==> src/rtl/icoes_defines.svh <==
// Constants for the ingress credit and occupancy event selector.
// Assumes inclusion by bare name from the package and the top module.
`ifndef ICOES_DEFINES_SVH
`define ICOES_DEFINES_SVH
// Event codes
`define ICOES_EV_MISC 8'h60
`define ICOES_EV_OCC 8'h61
`define ICOES_EV_NET0 8'h43
`define ICOES_EV_NET1 8'h44
// Control word fields
`define ICOES_CODE_MSB 7
`define ICOES_CODE_LSB 0
`define ICOES_UMASK_MSB 15
`define ICOES_UMASK_LSB 8
// Sizes
`define ICOES_NUM_CNT 4
`define ICOES_OCC_W 8
`define ICOES_INC_W 11
`define ICOES_CLS_W 7
// Register byte offsets
`define ICOES_OFF_SEL 8'h00
`define ICOES_OFF_MODE 8'h10
`define ICOES_OFF_INC 8'h20
// Reset values
`define ICOES_CTL_RST 16'h0000
`define ICOES_MODE_RST 1'b0
`endif

==> src/rtl/icoes_pkg.sv <==
// Types and shared helpers of the event selector.
// Assumes the defines header sits beside it.
package icoes_pkg;
`include "icoes_defines.svh"
  typedef logic [`ICOES_INC_W-1:0] icoes_inc_t;
  typedef logic [`ICOES_OCC_W-1:0] icoes_occ_t;
  typedef logic [`ICOES_CLS_W-1:0] icoes_cls_t;
  typedef struct packed {
    logic [7:0] umask;
    logic [7:0] code;
  } icoes_ctl_t;
  typedef struct packed {
    logic       fifo_any;
    logic       path_any;
    logic       arb_block;
    icoes_occ_t shared_cred;
    icoes_occ_t fifo_n;
    icoes_occ_t path_n;
    icoes_occ_t tx_queue;
    icoes_occ_t comp_cred;
    icoes_occ_t pend_total;
    icoes_occ_t pend_fifo;
    icoes_cls_t net0_ne;
    icoes_cls_t net1_ne;
    icoes_cls_t net1_alloc;
  } icoes_cond_t;
  typedef enum logic [0:0] {
    ICOES_BUS_IDLE = 1'b0,
    ICOES_BUS_WAIT = 1'b1
  } icoes_bus_t;
  function automatic icoes_inc_t icoes_pick(input icoes_occ_t v, input logic en);
    return en ? icoes_inc_t'(v) : icoes_inc_t'(0);
  endfunction
  function automatic icoes_inc_t icoes_any(input icoes_cls_t c, input icoes_cls_t m);
    return icoes_inc_t'(|(c & m));
  endfunction
endpackage

==> src/rtl/icoes_sel_if.sv <==
// Selection carrier between the top and one event selector.
// Assumes the package is compiled first.
`timescale 1ns/1ps
`default_nettype none
interface icoes_sel_if;
  import icoes_pkg::*;
  icoes_ctl_t ctl;
  logic       net1_alloc;
  icoes_inc_t inc;
  modport sel (input ctl, input net1_alloc, output inc);
  modport cfg (output ctl, output net1_alloc, input inc);
endinterface
`default_nettype wire

==> src/rtl/icoes_ctl_file.sv <==
// Control words of the counters and the mode bit.
// Assumes writes come one at a time from the bus slave.
`timescale 1ns/1ps
`default_nettype none
module icoes_ctl_file (
  input  wire logic                                   hclk,
  input  wire logic                                   hresetn,
  input  wire logic                                   ce,
  input  wire logic                                   ctl_we,
  input  wire logic [1:0]                             ctl_widx,
  input  wire icoes_pkg::icoes_ctl_t                  ctl_wdata,
  input  wire logic                                   mode_we,
  input  wire logic                                   mode_wdata,
  output var  icoes_pkg::icoes_ctl_t [`ICOES_NUM_CNT-1:0] ctl,
  output var  logic                                   mode
);
  import icoes_pkg::*;
  icoes_ctl_t [`ICOES_NUM_CNT-1:0] next_ctl;
  logic                            next_mode;

  always_comb
  begin
    next_ctl = ctl;
    next_mode = mode;
    if (ctl_we)
      next_ctl[ctl_widx] = ctl_wdata;
    if (mode_we)
      next_mode = mode_wdata;
  end

  always_ff @(posedge hclk or negedge hresetn)
  begin
    if (!hresetn)
    begin
      ctl <= {`ICOES_NUM_CNT{`ICOES_CTL_RST}};
      mode <= `ICOES_MODE_RST;
    end
    else if (ce)
    begin
      ctl <= next_ctl;
      mode <= next_mode;
    end
  end
endmodule
`default_nettype wire

==> src/rtl/icoes_select.sv <==
// One event selector: code and mask turn conditions into an increment.
// Assumes conditions arrive already registered.
`timescale 1ns/1ps
`default_nettype none
module icoes_select (
  input  wire logic                  hclk,
  input  wire logic                  hresetn,
  input  wire logic                  ce,
  input  wire icoes_pkg::icoes_cond_t cond,
  icoes_sel_if.sel                   sif
);
  import icoes_pkg::*;
  icoes_inc_t next_inc;
  icoes_cls_t um;

  always_comb
  begin
    um = sif.ctl.umask[`ICOES_CLS_W-1:0];
    next_inc = '0;
    case (sif.ctl.code)
      `ICOES_EV_MISC:
        next_inc = icoes_any({4'h0, cond.arb_block, cond.path_any, cond.fifo_any}, um);
      `ICOES_EV_OCC:
        next_inc = icoes_pick(cond.shared_cred, um[0])
                 + icoes_pick(cond.fifo_n, um[1])
                 + icoes_pick(cond.path_n, um[2])
                 + icoes_pick(cond.tx_queue, um[3])
                 + icoes_pick(cond.comp_cred, um[4])
                 + icoes_pick(cond.pend_total, um[5])
                 + icoes_pick(cond.pend_fifo, um[6]);
      `ICOES_EV_NET0:
        next_inc = icoes_any(cond.net0_ne, um);
      `ICOES_EV_NET1:
        next_inc = icoes_any(sif.net1_alloc ? cond.net1_alloc : cond.net1_ne, um);
      default:
        next_inc = '0;
    endcase
  end

  always_ff @(posedge hclk or negedge hresetn)
  begin
    if (!hresetn)
      sif.inc <= '0;
    else if (ce)
      sif.inc <= next_inc;
  end
endmodule
`default_nettype wire

==> src/rtl/icoes_top.sv <==
// Ingress credit and occupancy event selector with AHB-Lite registers.
// Assumes condition inputs synchronous to hclk, one counter per output.
// Notes on behaviour
// - Misc credit code with mask bit 0 counts cycles with a flit in the crossing FIFO.
// - Misc credit code with mask bit 1 counts cycles with a flit anywhere in the crossing path.
// - Misc credit code with mask bit 2 counts cycles a data-ring response waits for completion credits.
// - Occupancy code with mask bit 0 adds shared adaptive credits in use every cycle.
// - Occupancy code mask bit 1 adds flits in the crossing FIFO, bit 2 flits in pipe plus FIFO.
// - Occupancy code mask bit 3 adds link transmit queue credits in use.
// - Occupancy code mask bit 4 adds completion FIFO credits in use.
// - Occupancy code mask bit 5 adds pump-one-pending messages in table and FIFO.
// - Occupancy code mask bit 6 adds pump-one-pending messages in the FIFO only.
// - Network zero code counts cycles its ingress queue holds a selected class.
// - Mask bits 0 to 6 pick the seven message classes for the queue events.
// - Network one code applies the class mask to the network one queue, mode picks meaning.
// - Each counter has its own code and mask; the one mode bit is shared, so it picks the network one meaning for every counter.
//
// Design decisions made here: the AHB-Lite register port and the register offsets.
`include "icoes_defines.svh"
`timescale 1ns/1ps
`default_nettype none
module icoes_top (
  input  wire logic                                   hclk,
  input  wire logic                                   hresetn,
  input  wire logic                                   ce,
  input  wire logic                                   hsel,
  input  wire logic [31:0]                            haddr,
  input  wire logic [1:0]                             htrans,
  input  wire logic                                   hwrite,
  input  wire logic [2:0]                             hsize,
  input  wire logic [31:0]                            hwdata,
  input  wire logic                                   hready,
  output logic                                        hreadyout,
  output logic                                        hresp,
  output logic [31:0]                                 hrdata,
  input  wire logic                                   fifo_flit_present,
  input  wire logic                                   path_flit_present,
  input  wire logic                                   completion_credit_arb_block,
  input  wire icoes_pkg::icoes_occ_t                  shared_credits_in_use,
  input  wire icoes_pkg::icoes_occ_t                  fifo_flit_count,
  input  wire icoes_pkg::icoes_occ_t                  path_flit_count,
  input  wire icoes_pkg::icoes_occ_t                  link_tx_queue_credits,
  input  wire icoes_pkg::icoes_occ_t                  completion_fifo_credits,
  input  wire icoes_pkg::icoes_occ_t                  pump_one_pending_total,
  input  wire icoes_pkg::icoes_occ_t                  pump_one_pending_fifo_only,
  input  wire icoes_pkg::icoes_cls_t                  net_zero_class_ne,
  input  wire icoes_pkg::icoes_cls_t                  net_one_class_ne,
  input  wire icoes_pkg::icoes_cls_t                  net_one_class_alloc,
  output logic [`ICOES_NUM_CNT-1:0][`ICOES_INC_W-1:0] inc
);
  import icoes_pkg::*;

  function automatic logic in_bank(input logic [5:0] a, input logic [7:0] off);
    return a[5:2] == off[7:4];
  endfunction

  icoes_bus_t                      st;
  icoes_bus_t                      next_st;
  logic [5:0]                      addr_q;
  logic [5:0]                      next_addr;
  logic                            wr_q;
  logic                            next_wr;
  logic                            hit_q;
  logic                            next_hit;
  logic                            next_ready;
  logic [31:0]                     next_rdata;
  logic [31:0]                     rd_word;
  logic                            ctl_we;
  logic                            mode_we;
  icoes_ctl_t [`ICOES_NUM_CNT-1:0] ctl_q;
  logic                            mode_q;
  icoes_cond_t                     cond_q;
  icoes_cond_t                     next_cond;

  // Bus slave: one wait state, then OKAY
  always_comb
  begin
    next_st = st;
    next_addr = addr_q;
    next_wr = wr_q;
    next_hit = hit_q;
    next_ready = hreadyout;
    next_rdata = hrdata;
    ctl_we = 1'b0;
    mode_we = 1'b0;
    case (st)
      ICOES_BUS_IDLE:
      begin
        next_ready = 1'b1;
        if (hsel && htrans[1] && hready)
        begin
          next_st = ICOES_BUS_WAIT;
          next_addr = haddr[7:2];
          next_wr = hwrite;
          next_hit = haddr[31:8] == 24'h000000;
          next_ready = 1'b0;
        end
      end
      ICOES_BUS_WAIT:
      begin
        next_st = ICOES_BUS_IDLE;
        next_ready = 1'b1;
        if (wr_q)
        begin
          ctl_we = hit_q && in_bank(addr_q, `ICOES_OFF_SEL);
          mode_we = hit_q && (addr_q == 6'(`ICOES_OFF_MODE >> 2));
        end
        else
        begin
          next_rdata = rd_word;
        end
      end
      default:
      begin
        next_st = ICOES_BUS_IDLE;
        next_ready = 1'b1;
      end
    endcase
  end

  // Read mux, unmapped reads give zero
  always_comb
  begin
    rd_word = 32'h00000000;
    if (hit_q && in_bank(addr_q, `ICOES_OFF_SEL))
      rd_word = {16'h0000, ctl_q[addr_q[1:0]]};
    else if (hit_q && (addr_q == 6'(`ICOES_OFF_MODE >> 2)))
      rd_word = {31'h00000000, mode_q};
    else if (hit_q && in_bank(addr_q, `ICOES_OFF_INC))
      rd_word = {{(32 - `ICOES_INC_W){1'b0}}, inc[addr_q[1:0]]};
  end

  always_ff @(posedge hclk or negedge hresetn)
  begin
    if (!hresetn)
    begin
      st <= ICOES_BUS_IDLE;
      addr_q <= 6'h00;
      wr_q <= 1'b0;
      hit_q <= 1'b0;
      hreadyout <= 1'b1;
      hresp <= 1'b0;
      hrdata <= 32'h00000000;
    end
    else if (ce)
    begin
      st <= next_st;
      addr_q <= next_addr;
      wr_q <= next_wr;
      hit_q <= next_hit;
      hreadyout <= next_ready;
      hresp <= 1'b0;
      hrdata <= next_rdata;
    end
  end

  // Control words, code low byte and mask high byte
  icoes_ctl_file u_ctl (
    .hclk       (hclk),
    .hresetn    (hresetn),
    .ce         (ce),
    .ctl_we     (ctl_we),
    .ctl_widx   (addr_q[1:0]),
    .ctl_wdata  (hwdata[15:0]),
    .mode_we    (mode_we),
    .mode_wdata (hwdata[0]),
    .ctl        (ctl_q),
    .mode       (mode_q)
  );

  // Condition snapshot shared by all selectors
  always_comb
  begin
    next_cond.fifo_any = fifo_flit_present;
    next_cond.path_any = path_flit_present;
    next_cond.arb_block = completion_credit_arb_block;
    next_cond.shared_cred = shared_credits_in_use;
    next_cond.fifo_n = fifo_flit_count;
    next_cond.path_n = path_flit_count;
    next_cond.tx_queue = link_tx_queue_credits;
    next_cond.comp_cred = completion_fifo_credits;
    next_cond.pend_total = pump_one_pending_total;
    next_cond.pend_fifo = pump_one_pending_fifo_only;
    next_cond.net0_ne = net_zero_class_ne;
    next_cond.net1_ne = net_one_class_ne;
    next_cond.net1_alloc = net_one_class_alloc;
  end

  always_ff @(posedge hclk or negedge hresetn)
  begin
    if (!hresetn)
      cond_q <= '0;
    else if (ce)
      cond_q <= next_cond;
  end

  // One independent selector per counter
  for (genvar gi = 0; gi < `ICOES_NUM_CNT; gi++)
  begin : g_cnt
    icoes_sel_if sif ();
    assign sif.ctl = ctl_q[gi];
    assign sif.net1_alloc = mode_q;
    assign inc[gi] = sif.inc;
    icoes_select u_sel (
      .hclk    (hclk),
      .hresetn (hresetn),
      .ce      (ce),
      .cond    (cond_q),
      .sif     (sif.sel)
    );
  end

  // Checks
  property p_sel(logic [7:0] code, logic [7:0] um, logic [`ICOES_INC_W-1:0] want);
    @(posedge hclk) disable iff (!hresetn)
      (ce && ctl_q[0].code == code && ctl_q[0].umask == um) |=> (inc[0] == $past(want));
  endproperty

  a_misc_fifo_flag: assert property (p_sel(8'h60, 8'h01, icoes_inc_t'(cond_q.fifo_any)))
    else $error("fifo flag increment wrong");
  a_misc_path_flag: assert property (p_sel(8'h60, 8'h02, icoes_inc_t'(cond_q.path_any)))
    else $error("path flag increment wrong");
  a_misc_arb_block: assert property (p_sel(8'h60, 8'h04, icoes_inc_t'(cond_q.arb_block)))
    else $error("arbitration block increment wrong");
  a_occ_shared_cred: assert property (p_sel(8'h61, 8'h01, icoes_inc_t'(cond_q.shared_cred)))
    else $error("shared credit occupancy wrong");
  a_occ_fifo_path: assert property (p_sel(8'h61, 8'h06,
      icoes_inc_t'(cond_q.fifo_n) + icoes_inc_t'(cond_q.path_n)))
    else $error("crossing occupancy sum wrong");
  a_occ_tx_queue: assert property (p_sel(8'h61, 8'h08, icoes_inc_t'(cond_q.tx_queue)))
    else $error("transmit queue occupancy wrong");
  a_occ_comp_cred: assert property (p_sel(8'h61, 8'h10, icoes_inc_t'(cond_q.comp_cred)))
    else $error("completion credit occupancy wrong");
  a_occ_pend_sum: assert property (p_sel(8'h61, 8'h60,
      icoes_inc_t'(cond_q.pend_total) + icoes_inc_t'(cond_q.pend_fifo)))
    else $error("pending occupancy sum wrong");

  a_net0_any_class: assert property (@(posedge hclk) disable iff (!hresetn)
      (ce && ctl_q[0].code == 8'h43) |=>
      (inc[0] == icoes_inc_t'(|($past(cond_q.net0_ne) & $past(ctl_q[0].umask[6:0])))))
    else $error("network zero not-empty wrong");
  a_net1_mode_pick: assert property (@(posedge hclk) disable iff (!hresetn)
      (ce && ctl_q[1].code == 8'h44) |=>
      (inc[1] == icoes_inc_t'(|(($past(mode_q) ? $past(cond_q.net1_alloc)
                                               : $past(cond_q.net1_ne))
                                & $past(ctl_q[1].umask[6:0])))))
    else $error("network one selection wrong");
  a_ctl_write_field: assert property (@(posedge hclk) disable iff (!hresetn)
      (ce && ctl_we && addr_q[1:0] == 2'h2) |=> (ctl_q[2] == $past(hwdata[15:0])))
    else $error("control word not stored");
  a_bus_one_wait: assert property (@(posedge hclk) disable iff (!hresetn)
      (ce && st == ICOES_BUS_IDLE && hsel && htrans[1] && hready) |=>
      !hreadyout ##1 (hreadyout || !$past(ce)))
    else $error("wait state not one cycle");
  a_resp_okay: assert property (@(posedge hclk) disable iff (!hresetn) !hresp)
    else $error("error response seen");

  // Bus and clock-enable checks
  a_mode_write_land: assert property (@(posedge hclk) disable iff (!hresetn)
      (ce && mode_we) |=> (mode_q == $past(hwdata[0])))
    else $error("mode bit not stored");
  a_mode_read_data: assert property (@(posedge hclk) disable iff (!hresetn)
      (ce && st == ICOES_BUS_WAIT && !wr_q && hit_q && addr_q == 6'h04) |=>
      (hrdata == {31'h00000000, $past(mode_q)}))
    else $error("mode bit read wrong");
  a_idle_ready_high: assert property (@(posedge hclk) disable iff (!hresetn)
      (ce && st == ICOES_BUS_IDLE && !(hsel && htrans[1] && hready)) |=>
      hreadyout)
    else $error("ready low without request");
  a_rdata_hold: assert property (@(posedge hclk) disable iff (!hresetn)
      (ce && st == ICOES_BUS_IDLE) |=>
      $stable(hrdata))
    else $error("read data changed while idle");
  a_ce_freeze: assert property (@(posedge hclk) disable iff (!hresetn)
      (!ce) |=>
      ($stable(inc) && $stable(st)))
    else $error("state moved with enable low");

  // Reference sum for the occupancy event
  function automatic icoes_inc_t occ_ref(input icoes_cond_t c, input logic [7:0] m);
    icoes_inc_t s;
    s = '0;
    if (m[0])
      s = s + icoes_inc_t'(c.shared_cred);
    if (m[1])
      s = s + icoes_inc_t'(c.fifo_n);
    if (m[2])
      s = s + icoes_inc_t'(c.path_n);
    if (m[3])
      s = s + icoes_inc_t'(c.tx_queue);
    if (m[4])
      s = s + icoes_inc_t'(c.comp_cred);
    if (m[5])
      s = s + icoes_inc_t'(c.pend_total);
    if (m[6])
      s = s + icoes_inc_t'(c.pend_fifo);
    return s;
  endfunction

  // Every counter checked on its own selection
  for (genvar gc = 0; gc < `ICOES_NUM_CNT; gc++)
  begin : g_chk
    a_misc_any_flag: assert property (@(posedge hclk) disable iff (!hresetn)
        (ce && ctl_q[gc].code == `ICOES_EV_MISC) |=>
        (inc[gc] == icoes_inc_t'(|($past(ctl_q[gc].umask[2:0])
            & $past({cond_q.arb_block, cond_q.path_any, cond_q.fifo_any})))))
      else $error("misc flag increment wrong");

    a_occ_sel_sum: assert property (@(posedge hclk) disable iff (!hresetn)
        (ce && ctl_q[gc].code == `ICOES_EV_OCC) |=>
        (inc[gc] == $past(occ_ref(cond_q, ctl_q[gc].umask))))
      else $error("occupancy sum wrong");

    a_net0_per_cnt: assert property (@(posedge hclk) disable iff (!hresetn)
        (ce && ctl_q[gc].code == `ICOES_EV_NET0) |=>
        (inc[gc] == icoes_inc_t'(|($past(cond_q.net0_ne) & $past(ctl_q[gc].umask[6:0])))))
      else $error("network zero counter wrong");

    a_net1_per_cnt: assert property (@(posedge hclk) disable iff (!hresetn)
        (ce && ctl_q[gc].code == `ICOES_EV_NET1) |=>
        (inc[gc] == icoes_inc_t'(|(($past(mode_q) ? $past(cond_q.net1_alloc)
                                                  : $past(cond_q.net1_ne))
                                   & $past(ctl_q[gc].umask[6:0])))))
      else $error("network one counter wrong");

    a_other_code_zero: assert property (@(posedge hclk) disable iff (!hresetn)
        (ce && !(ctl_q[gc].code inside {`ICOES_EV_MISC, `ICOES_EV_OCC,
                                        `ICOES_EV_NET0, `ICOES_EV_NET1})) |=>
        (inc[gc] == '0))
      else $error("unknown code not zero");
  end

  c_occ_multi: cover property (@(posedge hclk) disable iff (!hresetn)
      ctl_q[0].code == 8'h61 && ctl_q[0].umask[1] && ctl_q[0].umask[2] && inc[0] != 0);
  c_net1_alloc: cover property (@(posedge hclk) disable iff (!hresetn)
      mode_q && ctl_q[1].code == 8'h44 && inc[1] != 0);
  c_read_inc: cover property (@(posedge hclk) disable iff (!hresetn)
      st == ICOES_BUS_WAIT && !wr_q && in_bank(addr_q, `ICOES_OFF_INC));
  c_two_counters: cover property (@(posedge hclk) disable iff (!hresetn)
      ctl_q[0].code == 8'h43 && ctl_q[1].code == 8'h44 && inc[0] != 0 && inc[1] != 0);
  c_misc_flags: cover property (@(posedge hclk) disable iff (!hresetn)
      ctl_q[0].code == 8'h60 && inc[0] != 0);
endmodule
`default_nettype wire

==> config.mk <==
export PLATFORM = sky130hd
export DESIGN_NAME = icoes_top
export DESIGN_NICKNAME = d
export VERILOG_FILES = /design/src/rtl/icoes_pkg.sv /design/src/rtl/icoes_sel_if.sv /design/src/rtl/icoes_ctl_file.sv /design/src/rtl/icoes_select.sv /design/src/rtl/icoes_top.sv
export VERILOG_INCLUDE_DIRS = /design/src /design/src/rtl
export SDC_FILE = /design/constraint.sdc
export NUM_CORES = 1
export LEC_CHECK = 0
export ABC_AREA = 1
export BUFFER_PORTS_ARGS = -buffer_cell sky130_fd_sc_hd__buf_4
export CORE_UTILIZATION = 54
export CTS_CLUSTER_DIAMETER = 80
export DETAILED_ROUTE_END_ITERATION = 8
export GPL_TIMING_DRIVEN = 0
export PLACE_DENSITY = 0.86
export SLEW_MARGIN = 20
export SYNTH_ARGS = -nofsm -noshare
export SYNTH_HDL_FRONTEND = slang
export SYNTH_SLANG_ARGS = --single-unit
==> constraint.sdc <==
create_clock -name hclk -period 3.6 [get_ports hclk]
set_input_delay 1.08 -clock hclk [delete_from_list [all_inputs] [get_ports hclk]]
set_output_delay 1.08 -clock hclk [all_outputs]
set_load 0.01 [all_outputs]
* Yosys cells after proc, flatten, opt, wreduce, memory -nomap -nowiden
Cells that the tools add are included.
** Cells by class
- Add/sub/neg operators :: 24
- Magnitude comparators :: 2
- Equality and inequality tests :: 18
- Muxes and demuxes :: 51
- Bitwise operators :: 14
- Reduce and logical (&&, ||, !) cells :: 24
** Operators by type and width (count)
- 11-bit adder :: 24
- 8-bit two-way mux :: 28
- 11-bit case mux with 4 select lines :: 4
- 8-bit by 7-bit == test with 1-bit output, second input constant :: 16
- 7-bit OR reduction :: 12
- 64-bit bitwise mux :: 1
- 7-bit AND :: 8
- 16-bit two-way mux :: 3
- 11-bit two-way mux :: 3
- 16-bit binary-select mux with 2-bit select :: 1
- 16-bit demux with 2-bit select :: 1
- 3-bit by 7-bit AND with 7-bit output :: 4
- 24-bit logical NOT :: 1
- 11-bit binary-select mux with 2-bit select :: 1
- 7-bit two-way mux :: 1
- 6-bit by 3-bit == test with 1-bit output, second input constant :: 1
- 1-bit logical AND :: 6
- 1-bit two-way mux :: 6
- 3-bit AND reduction :: 2
- 4-bit by 2-bit == test with 1-bit output, second input constant :: 1
- 4-bit logical NOT :: 1
- 1-bit case mux with 2 select lines :: 2
- 2-bit AND reduction :: 2
- 2-bit by 3-bit < comparator with 1-bit output, second input constant :: 1
- other kinds (2) :: 3
** Storage, ports and cells
- Bits in registers :: 231
- Output and inout bits :: 78

* Depth between registers and ports, before layout
Gate-level depths: netlist (run 1).
- Depth after elaboration :: 8
- Depth in mapped cells :: 20
- Mapped depth without buffers :: 19

* Cells and area by module
Synthesis (run 1) repeated with hierarchy kept, for this count alone.
** Second synthesis, totals
- Cells, all modules :: 2508
- Area, all modules :: 18086.1 um^2
** By module, submodules not included
- icoes_top :: times used 1, cells each 686, area each 5124.9 um^2, sequential area each 2653.8 um^2
- icoes_ctl_file :: times used 1, cells each 288, area each 2650.0 um^2, sequential area each 1626.6 um^2
- icoes_select at g_cnt[1].u_sel :: times used 1, cells each 385, area each 2595.0 um^2, sequential area each 275.3 um^2
- icoes_select at g_cnt[0].u_sel :: times used 1, cells each 385, area each 2576.2 um^2, sequential area each 275.3 um^2
- icoes_select at g_cnt[2].u_sel :: times used 1, cells each 382, area each 2576.2 um^2, sequential area each 275.3 um^2
- icoes_select at g_cnt[3].u_sel :: times used 1, cells each 382, area each 2563.7 um^2, sequential area each 275.3 um^2

* Least setup slack after synthesis (run 1)
Ideal clock, no wire load.
- Path type :: reg-to-reg
- Start point :: register, netlist name u_ctl.ctl[41]
- End point :: register g_cnt[2].u_sel.sif.inc[9]
- Library setup time :: 0.117 ns
- Arrival :: 3.733 ns
- Path slack :: -0.251 ns
- Stages on the path, launching flop included :: 20
- Period minus slack after synthesis :: 3.851 ns
- Cells stage by stage :: dfrtp_1 -> clkbuf_1 -> nand2_1 -> inv_1 -> fa_1 -> inv_1 -> fa_1 -> fa_1 -> inv_1 -> ha_1 -> ha_1 -> inv_1 -> fa_1 -> nand3b_1 -> nand2_1 -> nand3_1 -> nand2_1 -> nand2_1 -> nand3_1 -> nand2_1
** Between the ends
- Longest elaborated chain between the ends :: 8
** RTL lines
- 8-bit two-way mux :: line icoes_pkg.sv:32 : return en ? icoes_inc_t'(v) : icoes_inc_t'(0);
- 11-bit adder :: line icoes_select.sv:25 : + icoes_pick(cond.fifo_n, um[1])
- 11-bit adder :: line icoes_select.sv:26 : + icoes_pick(cond.path_n, um[2])
- 11-bit adder :: line icoes_select.sv:27 : + icoes_pick(cond.tx_queue, um[3])
- 11-bit adder :: line icoes_select.sv:28 : + icoes_pick(cond.comp_cred, um[4])
- 11-bit adder :: line icoes_select.sv:29 : + icoes_pick(cond.pend_total, um[5])
- 11-bit adder :: line icoes_select.sv:30 : + icoes_pick(cond.pend_fifo, um[6]);
- 11-bit case mux with 4 select lines :: line icoes_select.sv:20 : case (sif.ctl.code)
- end signal, assigned :: line icoes_select.sv:45 : sif.inc <= next_inc;
- end, declared :: line icoes_sel_if.sv:10 : modport sel (input ctl, input net1_alloc, output inc);
Every way passes these cells.
A chain may end at the register's enable or synchronous reset.

* Final worst setup path (run 1)
- Start point :: register, netlist name u_ctl.ctl[57]
- End point :: register g_cnt[3].u_sel.sif.inc[9]
** Between the ends
- Longest elaborated chain between the ends :: 8
** RTL lines (line)
- 8-bit two-way mux :: icoes_pkg.sv:32
- 11-bit adder :: icoes_select.sv:25
- 11-bit adder :: icoes_select.sv:26
- 11-bit adder :: icoes_select.sv:27
- 11-bit adder :: icoes_select.sv:28
- 11-bit adder :: icoes_select.sv:29
- 11-bit adder :: icoes_select.sv:30
- 11-bit case mux with 4 select lines :: icoes_select.sv:20
- end signal, assigned :: icoes_select.sv:45
- end, declared :: icoes_sel_if.sv:10
Every way passes these cells.

==> results.py, run 1 <==
metrics = {
    "grt": {
        "grt_max_degree": 92,
        "grt_pass1_vias": 16100,
        "grt_first_pass_wirelength_um": 92500,
        "grt_remaining_overflow": 0,
        "antenna_found_initial": 1,
        "grt.total_usage_pct": 39.5,
    },
    "synthesis": {
        "synth_most_common_cell": "nand2_1",
        "netlist-cell-type-count": 40,
        "syn_area_sq_mm": 0.0168,
        "synth-seq-area-share_pct": 32.0,
        "ys_ff_latch": 215,
        "yosys.area.top_type_share_pct": 31.8,
        "ys_top_cells_by_count": "872 x nand2_1, 441 x inv_1, 214 x dfrtp_1",
        "synth_edf_count": 0,
        "synth_top_flop_cell": "dfrtp_1",
        "synth_warnings": 0,
        "synth_top_area_cell": "dfrtp_1",
        "yosys-top-cells-area": "dfrtp_1 32%, nand2_1 19%, fa_1 18%, inv_1 9.8%, ha_1 3.9%",
        "async_flop_share_pct": 100,
        "avgSynthCellArea_sq_um": 7.38,
        "syn_inst": 2280,
    },
    "timing": {
        "min_period_ns": 4.09,
        "fin_crit_sh_pct": 114,
        "max_freq_mhz": 244,
        "maxSlewHeadroom_pct": 37.3,
        "skew_ns": 0.0136,
        "setup_violations": 34,
        "setup_tns_ns": -10.80,
        "slew_violations": 0,
        "fin_ws_ns": -0.494,
        "rsz0062_at_grt": "yes",
        "hold_ws_ns": 0.437,
        "worst_pin_slew_ns": 0.941,
        "hold_viol_final": 0,
    },
    "clock_network": {
        "clk_pin_slew_worst_paths_ns": 0.07,
        "cts_htree_levels": 1,
        "cts_tree": "yes",
        "cts_buffer_depth": 3,
        "numCtsBuffers": 26,
        "clkSinkCount": 215,
        "root_buffer": "clkbuf_16",
        "clock_latency_ns": 0.57,
    },
    "placed_design": {
        "dp_hpwl_um": 45800,
        "place_congestion": 0.963,
        "io_buffers": 192,
    },
    "hold_path": {
        "hp-class": "input pin to asynchronous set/reset pin",
    },
    "power_and_ir_drop": {
        "p_leak_nw": 12.7,
        "ir_drop_mv": 0.328,
        "total_power_mw": 6.49,
        "powerDensity_mw_per_mm2": 291,
    },
    "critical_path": {
        "required_ns": 4.06,
        "start_kind": "flop",
        "worstPathArrival_ns": 4.55,
        "crit_type": "flop to flop",
        "crit_path_end_kind": "flop",
        "worstPathMaxFanout": 7,
    },
    "detailed_routing": {
        "drt_pass1_iterations": 8,
        "route.detailed.drc": 0,
        "ant_nets": 0,
        "drt_iter0_markers": 1938,
        "drt_wl_total_um": 64700,
        "vias_per_cell": 5.61,
        "post_drt_wl_per_cell_um": 21.2,
        "via_count": 17100,
    },
    "job": {
        "maxCapViolations": 0,
    },
    "die": {
        "ios": 233,
        "rows": 64,
        "die_area_sq_mm": 0.0319,
        "die_w_um": 179,
        "die_h_um": 179,
        "start_util_pct": 54.9,
        "coreArea_sq_mm": 0.0307,
    },
    "final_layout": {
        "drive_gt1_share_pct": 27.8,
        "area_growth_pct": 32.4,
        "n_antenna_cell": 0,
        "final_net_count": 2996,
    },
    "run_status": {
        "violations": "setup timing",
        "status": "finished with violations",
    },
}
==> worst max-delay path, cell delays in order (launching register included) <==
cell	delay, ns
dfrtp_1	0.41
buf_8	0.16
nand2_2	0.06
inv_2	0.04
fa_1	0.52
fa_1	0.58
fa_1	0.44
fa_1	0.55
inv_2	0.06
fa_2	0.40
nand3b_1	0.21
nand2_2	0.14
nand3_2	0.10
nand2_1	0.08
nand2_1	0.07
nand3_2	0.10
nand2_1	0.06
==> metrics by stage <==
| step | setup slack, ns | util, % | cell area (sq um) | instances |
|---|---|---|---|---|
| 6_report | -0.494 | 72.7 | 22300 | 3052 |
| 5_1_grt | -0.589 | 72.7 | 22300 | 3052 |
| 4_1_cts | -0.408 | 69.8 | 21400 | 3020 |
| 3_5_place_dp | -0.675 | 62.9 | 19300 | 2886 |
| 3_3_place_gp | -0.601 | 62.7 | 19200 | 2884 |
| 2_1_floorplan | -0.109 | - | 17300 | 2296 |
==> state kept, by name (all words and copies together) (netlist names) <==
| register | cells |
|---|---|
| addr_q | 6 |
| cond_q | 80 |
| g_cnt.u_sel.sif.inc | 44 |
| hit_q | 1 |
| hrdata | 16 |
| hreadyout | 1 |
| st | 1 |
| u_ctl.ctl | 64 |
| u_ctl.mode | 1 |
| wr_q | 1 |
==> logic make-up after synthesis <==
| kind of cell | Yosys count | synth area share (%) |
|---|---|---|
| adder cells (fa/ha/maj) | 204 | 21.9 |
| buffers and inverters | 537 | 12.6 |
| XOR/XNOR | 5 | 0.260 |
| AO/OA/AOI/OAI | 210 | 6.82 |
| other | 1 | 0.0223 |
| flip-flops | 215 | 32.0 |
| AND/OR/NAND/NOR | 1108 | 26.4 |
==> path summary, 6_finish.rpt <==
kind / start / to / slack, ns / cells after the start
setup / recovery: u_ctl.ctl[57]$_DFFE_PN0P_ / g_cnt[3].u_sel.sif.inc[9]$_DFFE_PN0P_ / -0.49 / 16
hold / removal: hresetn / cond_q[17]$_DFFE_PN0P_ / 0.44 / 1
setup reg to reg: u_ctl.ctl[57]$_DFFE_PN0P_ / g_cnt[3].u_sel.sif.inc[9]$_DFFE_PN0P_ / -0.49 / 16
hold reg to reg: u_ctl.ctl[63]$_DFFE_PN0P_ / u_ctl.ctl[63]$_DFFE_PN0P_ / 0.50 / 2
max in group asynchronous: hresetn / hreadyout$_DFFE_PN1P_ / 2.30 / 2
min in group hclk: u_ctl.ctl[63]$_DFFE_PN0P_ / u_ctl.ctl[63]$_DFFE_PN0P_ / 0.50 / 2
==> per-layer routing <==
metal	track usage, %	vias up	share of wire [%]
met1	54.2	8104	38
li1	-	7510	-
met3	8.53	279	12
met2	58.9	1220	43
met4	20.0	0	6.9
met5	0	-	0
==> timing repair <==
item | in CTS | in global routing
resized for setup | 192 | 197
gates cloned | 1 | 3
pin swaps | 125 | 120
endpoints found under the hold margin | 0 | 0
hold buffers | 0 | 0
setup buffers | 88 | 32
endpoints found under the setup margin | 36 | 36
==> final cells by class <==
| cell class | instances | area [sq um] |
|---|---|---|
| clock buffer | 29 | 672 |
| clock inverter | 18 | 259 |
| buffer | 90 | 674 |
| multi-input combinational | 1544 | 10500 |
| timing repair buffer | 316 | 2660 |
| inverter | 444 | 1670 |
| sequential | 215 | 5390 |
| tap | 396 | 495 |
| fill | 2251 | 8390 |
==> placed cells by master (no fill, tap or decap), drive strengths merged <==
cell      netlist  routed
clkinv          1      11
nor4            8       8
clkinvlp        0       3
dfrtp         214     214
xnor2           1       1
nand3          96      96
inv           443     443
ha             52      52
nand3b          5       5
o22ai           7       7
dfstp           1       1
clkbuf         40      51
o31ai           3       3
buf            53     384
a21boi          1       1
a21oi          42      42
a22o            5       5
a22oi           7       7
xor2            4       4
conb            1      17
fa            152     152
nor2          105     105
nor3            4       4
nand2         874     874
o221ai          2       2
o21bai          5       5
bufinv          0       5
o21ai         132     132
o2111ai         6       6
nand4          14      14
or2             2       2
==> power by group <==
group          total, mW  internal (mW)  switching [mW]  leakage, nW
combinational      0.866          0.320           0.546         9.40
sequential          2.73           2.53           0.195         2.81
clock               2.89           1.72            1.17        0.448
Power figures use the tool's default switching activity.
==> run 2, diff against run 1 <==
==> constraint.sdc (replaced) <==
create_clock -name hclk -period 3.6 [get_ports hclk]
set_input_delay 0.18 -clock hclk [delete_from_list [all_inputs] [get_ports hclk]]
set_output_delay 0.18 -clock hclk [all_outputs]
set_load 0.01 [all_outputs]
==> run 2 against run 1 <==
Effect of this change: the run still ends with setup timing left; sequential power barely moved; hold slack got worse by 0.30 ns; critical endpoint unchanged; via count rose by 3.0%; largest power group unchanged; highest routed layer unchanged.
==> results.py, run 2 (synthesis gave the netlist of run 1 again) <==
metrics = {
    "final_layout": {
        "final_common_cell": "nand2_1",
        "fin_cells": 3151,
        "top_regs": "cond_q x80, u_ctl.ctl x64, g_cnt.u_sel.sif.inc x44",
        "final_net_count": 3095,
        "mostFrequentLayoutCells": "808 x nand2_1, 368 x inv_1, 284 x buf_4",
        "area_growth_pct": 37.9,
        "largest_reg_flops": 80,
        "top_register": "cond_q",
        "n_antenna_cell": 0,
        "drive_gt1_share_pct": 25.8,
    },
    "timing": {
        "hold_viol_final": 0,
        "setup_tns_ns": -11.07,
        "slew_violations": 0,
        "maxSlewHeadroom_pct": 40.9,
        "rsz0062_at_grt": "yes",
        "max_freq_mhz": 244,
        "fin_ws_ns": -0.491,
        "skew_ns": 0.0188,
        "setup_violations": 35,
        "worst_pin_slew_ns": 0.886,
        "min_period_ns": 4.09,
        "fin_crit_sh_pct": 114,
    },
    "clock_network": {
        "cts_buffer_depth": 3,
        "cts_htree_levels": 1,
        "clock_latency_ns": 0.57,
        "root_buffer": "clkbuf_16",
        "clk_pin_slew_worst_paths_ns": 0.07,
        "clkSinkCount": 215,
        "cts_tree": "yes",
        "numCtsBuffers": 26,
    },
    "die": {
        "coreArea_sq_mm": 0.0307,
        "ios": 233,
        "die_w_um": 179,
        "die_area_sq_mm": 0.0319,
        "die_h_um": 179,
        "start_util_pct": 54.9,
        "rows": 64,
    },
    "grt": {
        "grt_first_pass_wirelength_um": 98100,
        "grt_pass1_vias": 17200,
        "grt.total_usage_pct": 41.8,
        "antenna_found_initial": 0,
        "grt_max_degree": 92,
        "grt_remaining_overflow": 0,
    },
    "power_and_ir_drop": {
        "ir_drop_mv": 0.360,
        "powerDensity_mw_per_mm2": 284,
        "p_leak_nw": 13.1,
    },
    "critical_path": {
        "critPathSlowestCell": "fa_1",
        "crit_type": "flop to flop",
        "required_ns": 4.06,
        "critPathMaxStageDelay_ns": 0.59,
        "reg2reg_from": "u_ctl.ctl[57]$_DFFE_PN0P_",
        "cpMostUsedCell": "fa_1",
        "reg2reg_depth": 16,
        "worstPathArrival_ns": 4.55,
        "crit_path_start": "u_ctl.ctl[57]$_DFFE_PN0P_",
        "worstPathMaxFanout": 7,
        "crit_path_end_kind": "flop",
        "start_kind": "flop",
        "path_cells": "buf_8, nand2_4, inv_2, fa_1, fa_1, fa_1, fa_1, inv_2, fa_2, nand3b_1, nand2_2, nand3_2, nand2_1, nand2_1, nand3_2, nand2_1",
    },
    "detailed_routing": {
        "route.detailed.drc": 0,
        "ant_nets": 0,
        "via_count": 17600,
        "post_drt_wl_per_cell_um": 21.4,
        "drt_pass1_iterations": 6,
        "vias_per_cell": 5.59,
        "drt_wl_total_um": 67500,
        "drt_iter0_markers": 1952,
    },
    "placed_design": {
        "dpl.cell_count": 2886,
        "io_buffers": 192,
        "dp_hpwl_um": 45800,
        "place_congestion": 0.963,
    },
    "job": {
        "maxCapViolations": 0,
    },
    "run_status": {
        "violations": "setup timing",
        "status": "finished with violations",
    },
    "hold_path": {
        "hp-class": "input pin to asynchronous set/reset pin",
    },
}
## run 2: changes by cell type in the layout (fill, tap and decap cells not counted), moves of 3 or more
| cell | change |
|---|---|
| dlygate4sd3_1 | +108 |
| a21oi_1 | +4 |
| nand2_2 | -11 |
| buf_4 | -4 |
| nand2_1 | +11 |
| a21oi_2 | -3 |
| inv_2 | -3 |
## run 2: repair_timing
| item | CTS | global route |
|---|---|---|
| gates cloned | 1 | 2 |
| endpoints found under the setup margin | 36 | 36 |
| endpoints found under the hold margin | 204 | 0 |
| resized for setup | 192 | 178 |
| hold buffers | 108 | 0 |
| pin swaps | 125 | 113 |
| setup buffers | 88 | 24 |
## run 2: final timing paths
kind / end / slack, ns
worst max register to register: g_cnt[3].u_sel.sif.inc[9]$_DFFE_PN0P_ / -0.49
worst max-delay path: g_cnt[3].u_sel.sif.inc[9]$_DFFE_PN0P_ / -0.49
worst min register to register: u_ctl.ctl[47]$_DFFE_PN0P_ / 0.50
max in group asynchronous: hreadyout$_DFFE_PN1P_ / 2.60
worst min-delay path: cond_q[17]$_DFFE_PN0P_ / 0.13
min in group hclk: addr_q[1]$_DFFE_PN0P_ / 0.18
## run 2: metal layers
metal	up-vias	routed length (um)	GRT usage (%)	part of all wire (%)
li1	7732	-	-	-
met5	-	0	0	0
met2	1243	29800	63.6	44
met3	297	7820	8.35	12
met4	0	4560	23.9	6.7
met1	8351	25300	55.8	38
## run 2: area by class of cell
class	instances	area, sq um
multi-input combinational	1544	10400
clock buffer	29	672
timing repair buffer	415	3620
sequential	215	5390
clock inverter	18	259
fill	2090	7460
inverter	444	1670
tap	396	495
buffer	90	676
## run 2: critical path: cells and delay by family, from the launching register on
| family | cells | cell delay (ns) |
|---|---|---|
| adders and majority gates | 5 | 2.51 |
| buffers and inverters | 3 | 0.26 |
| DFF | 1 | 0.41 |
| and+or+nand+nor | 8 | 0.78 |
## run 2: through the flow
| step | utilization, % | setup WS [ns] | power (mW) | area [sq um] | hold slack [ns] |
|---|---|---|---|---|---|
| floorplan | - | -0.109 | 3.09 | 17300 | -0.116 |
| global placement | 62.7 | -0.601 | 3.50 | 19200 | 0.379 |
| detailed placement | 62.9 | -0.675 | 3.53 | 19300 | 0.152 |
| CTS | 73.4 | -0.408 | 6.50 | 22500 | 0.156 |
| global route | 75.7 | -0.594 | 6.76 | 23200 | 0.200 |
| finish | 75.7 | -0.491 | 6.60 | 23200 | 0.134 |
## run 2: report_power, final
part / internal, mW / leakage (nW) / switching, mW
Clock: 1.72 / 0.448 / 1.18
Combinational: 0.392 / 9.79 / 0.581
Sequential: 2.53 / 2.82 / 0.194
Total: 4.64 / 13.1 / 1.96
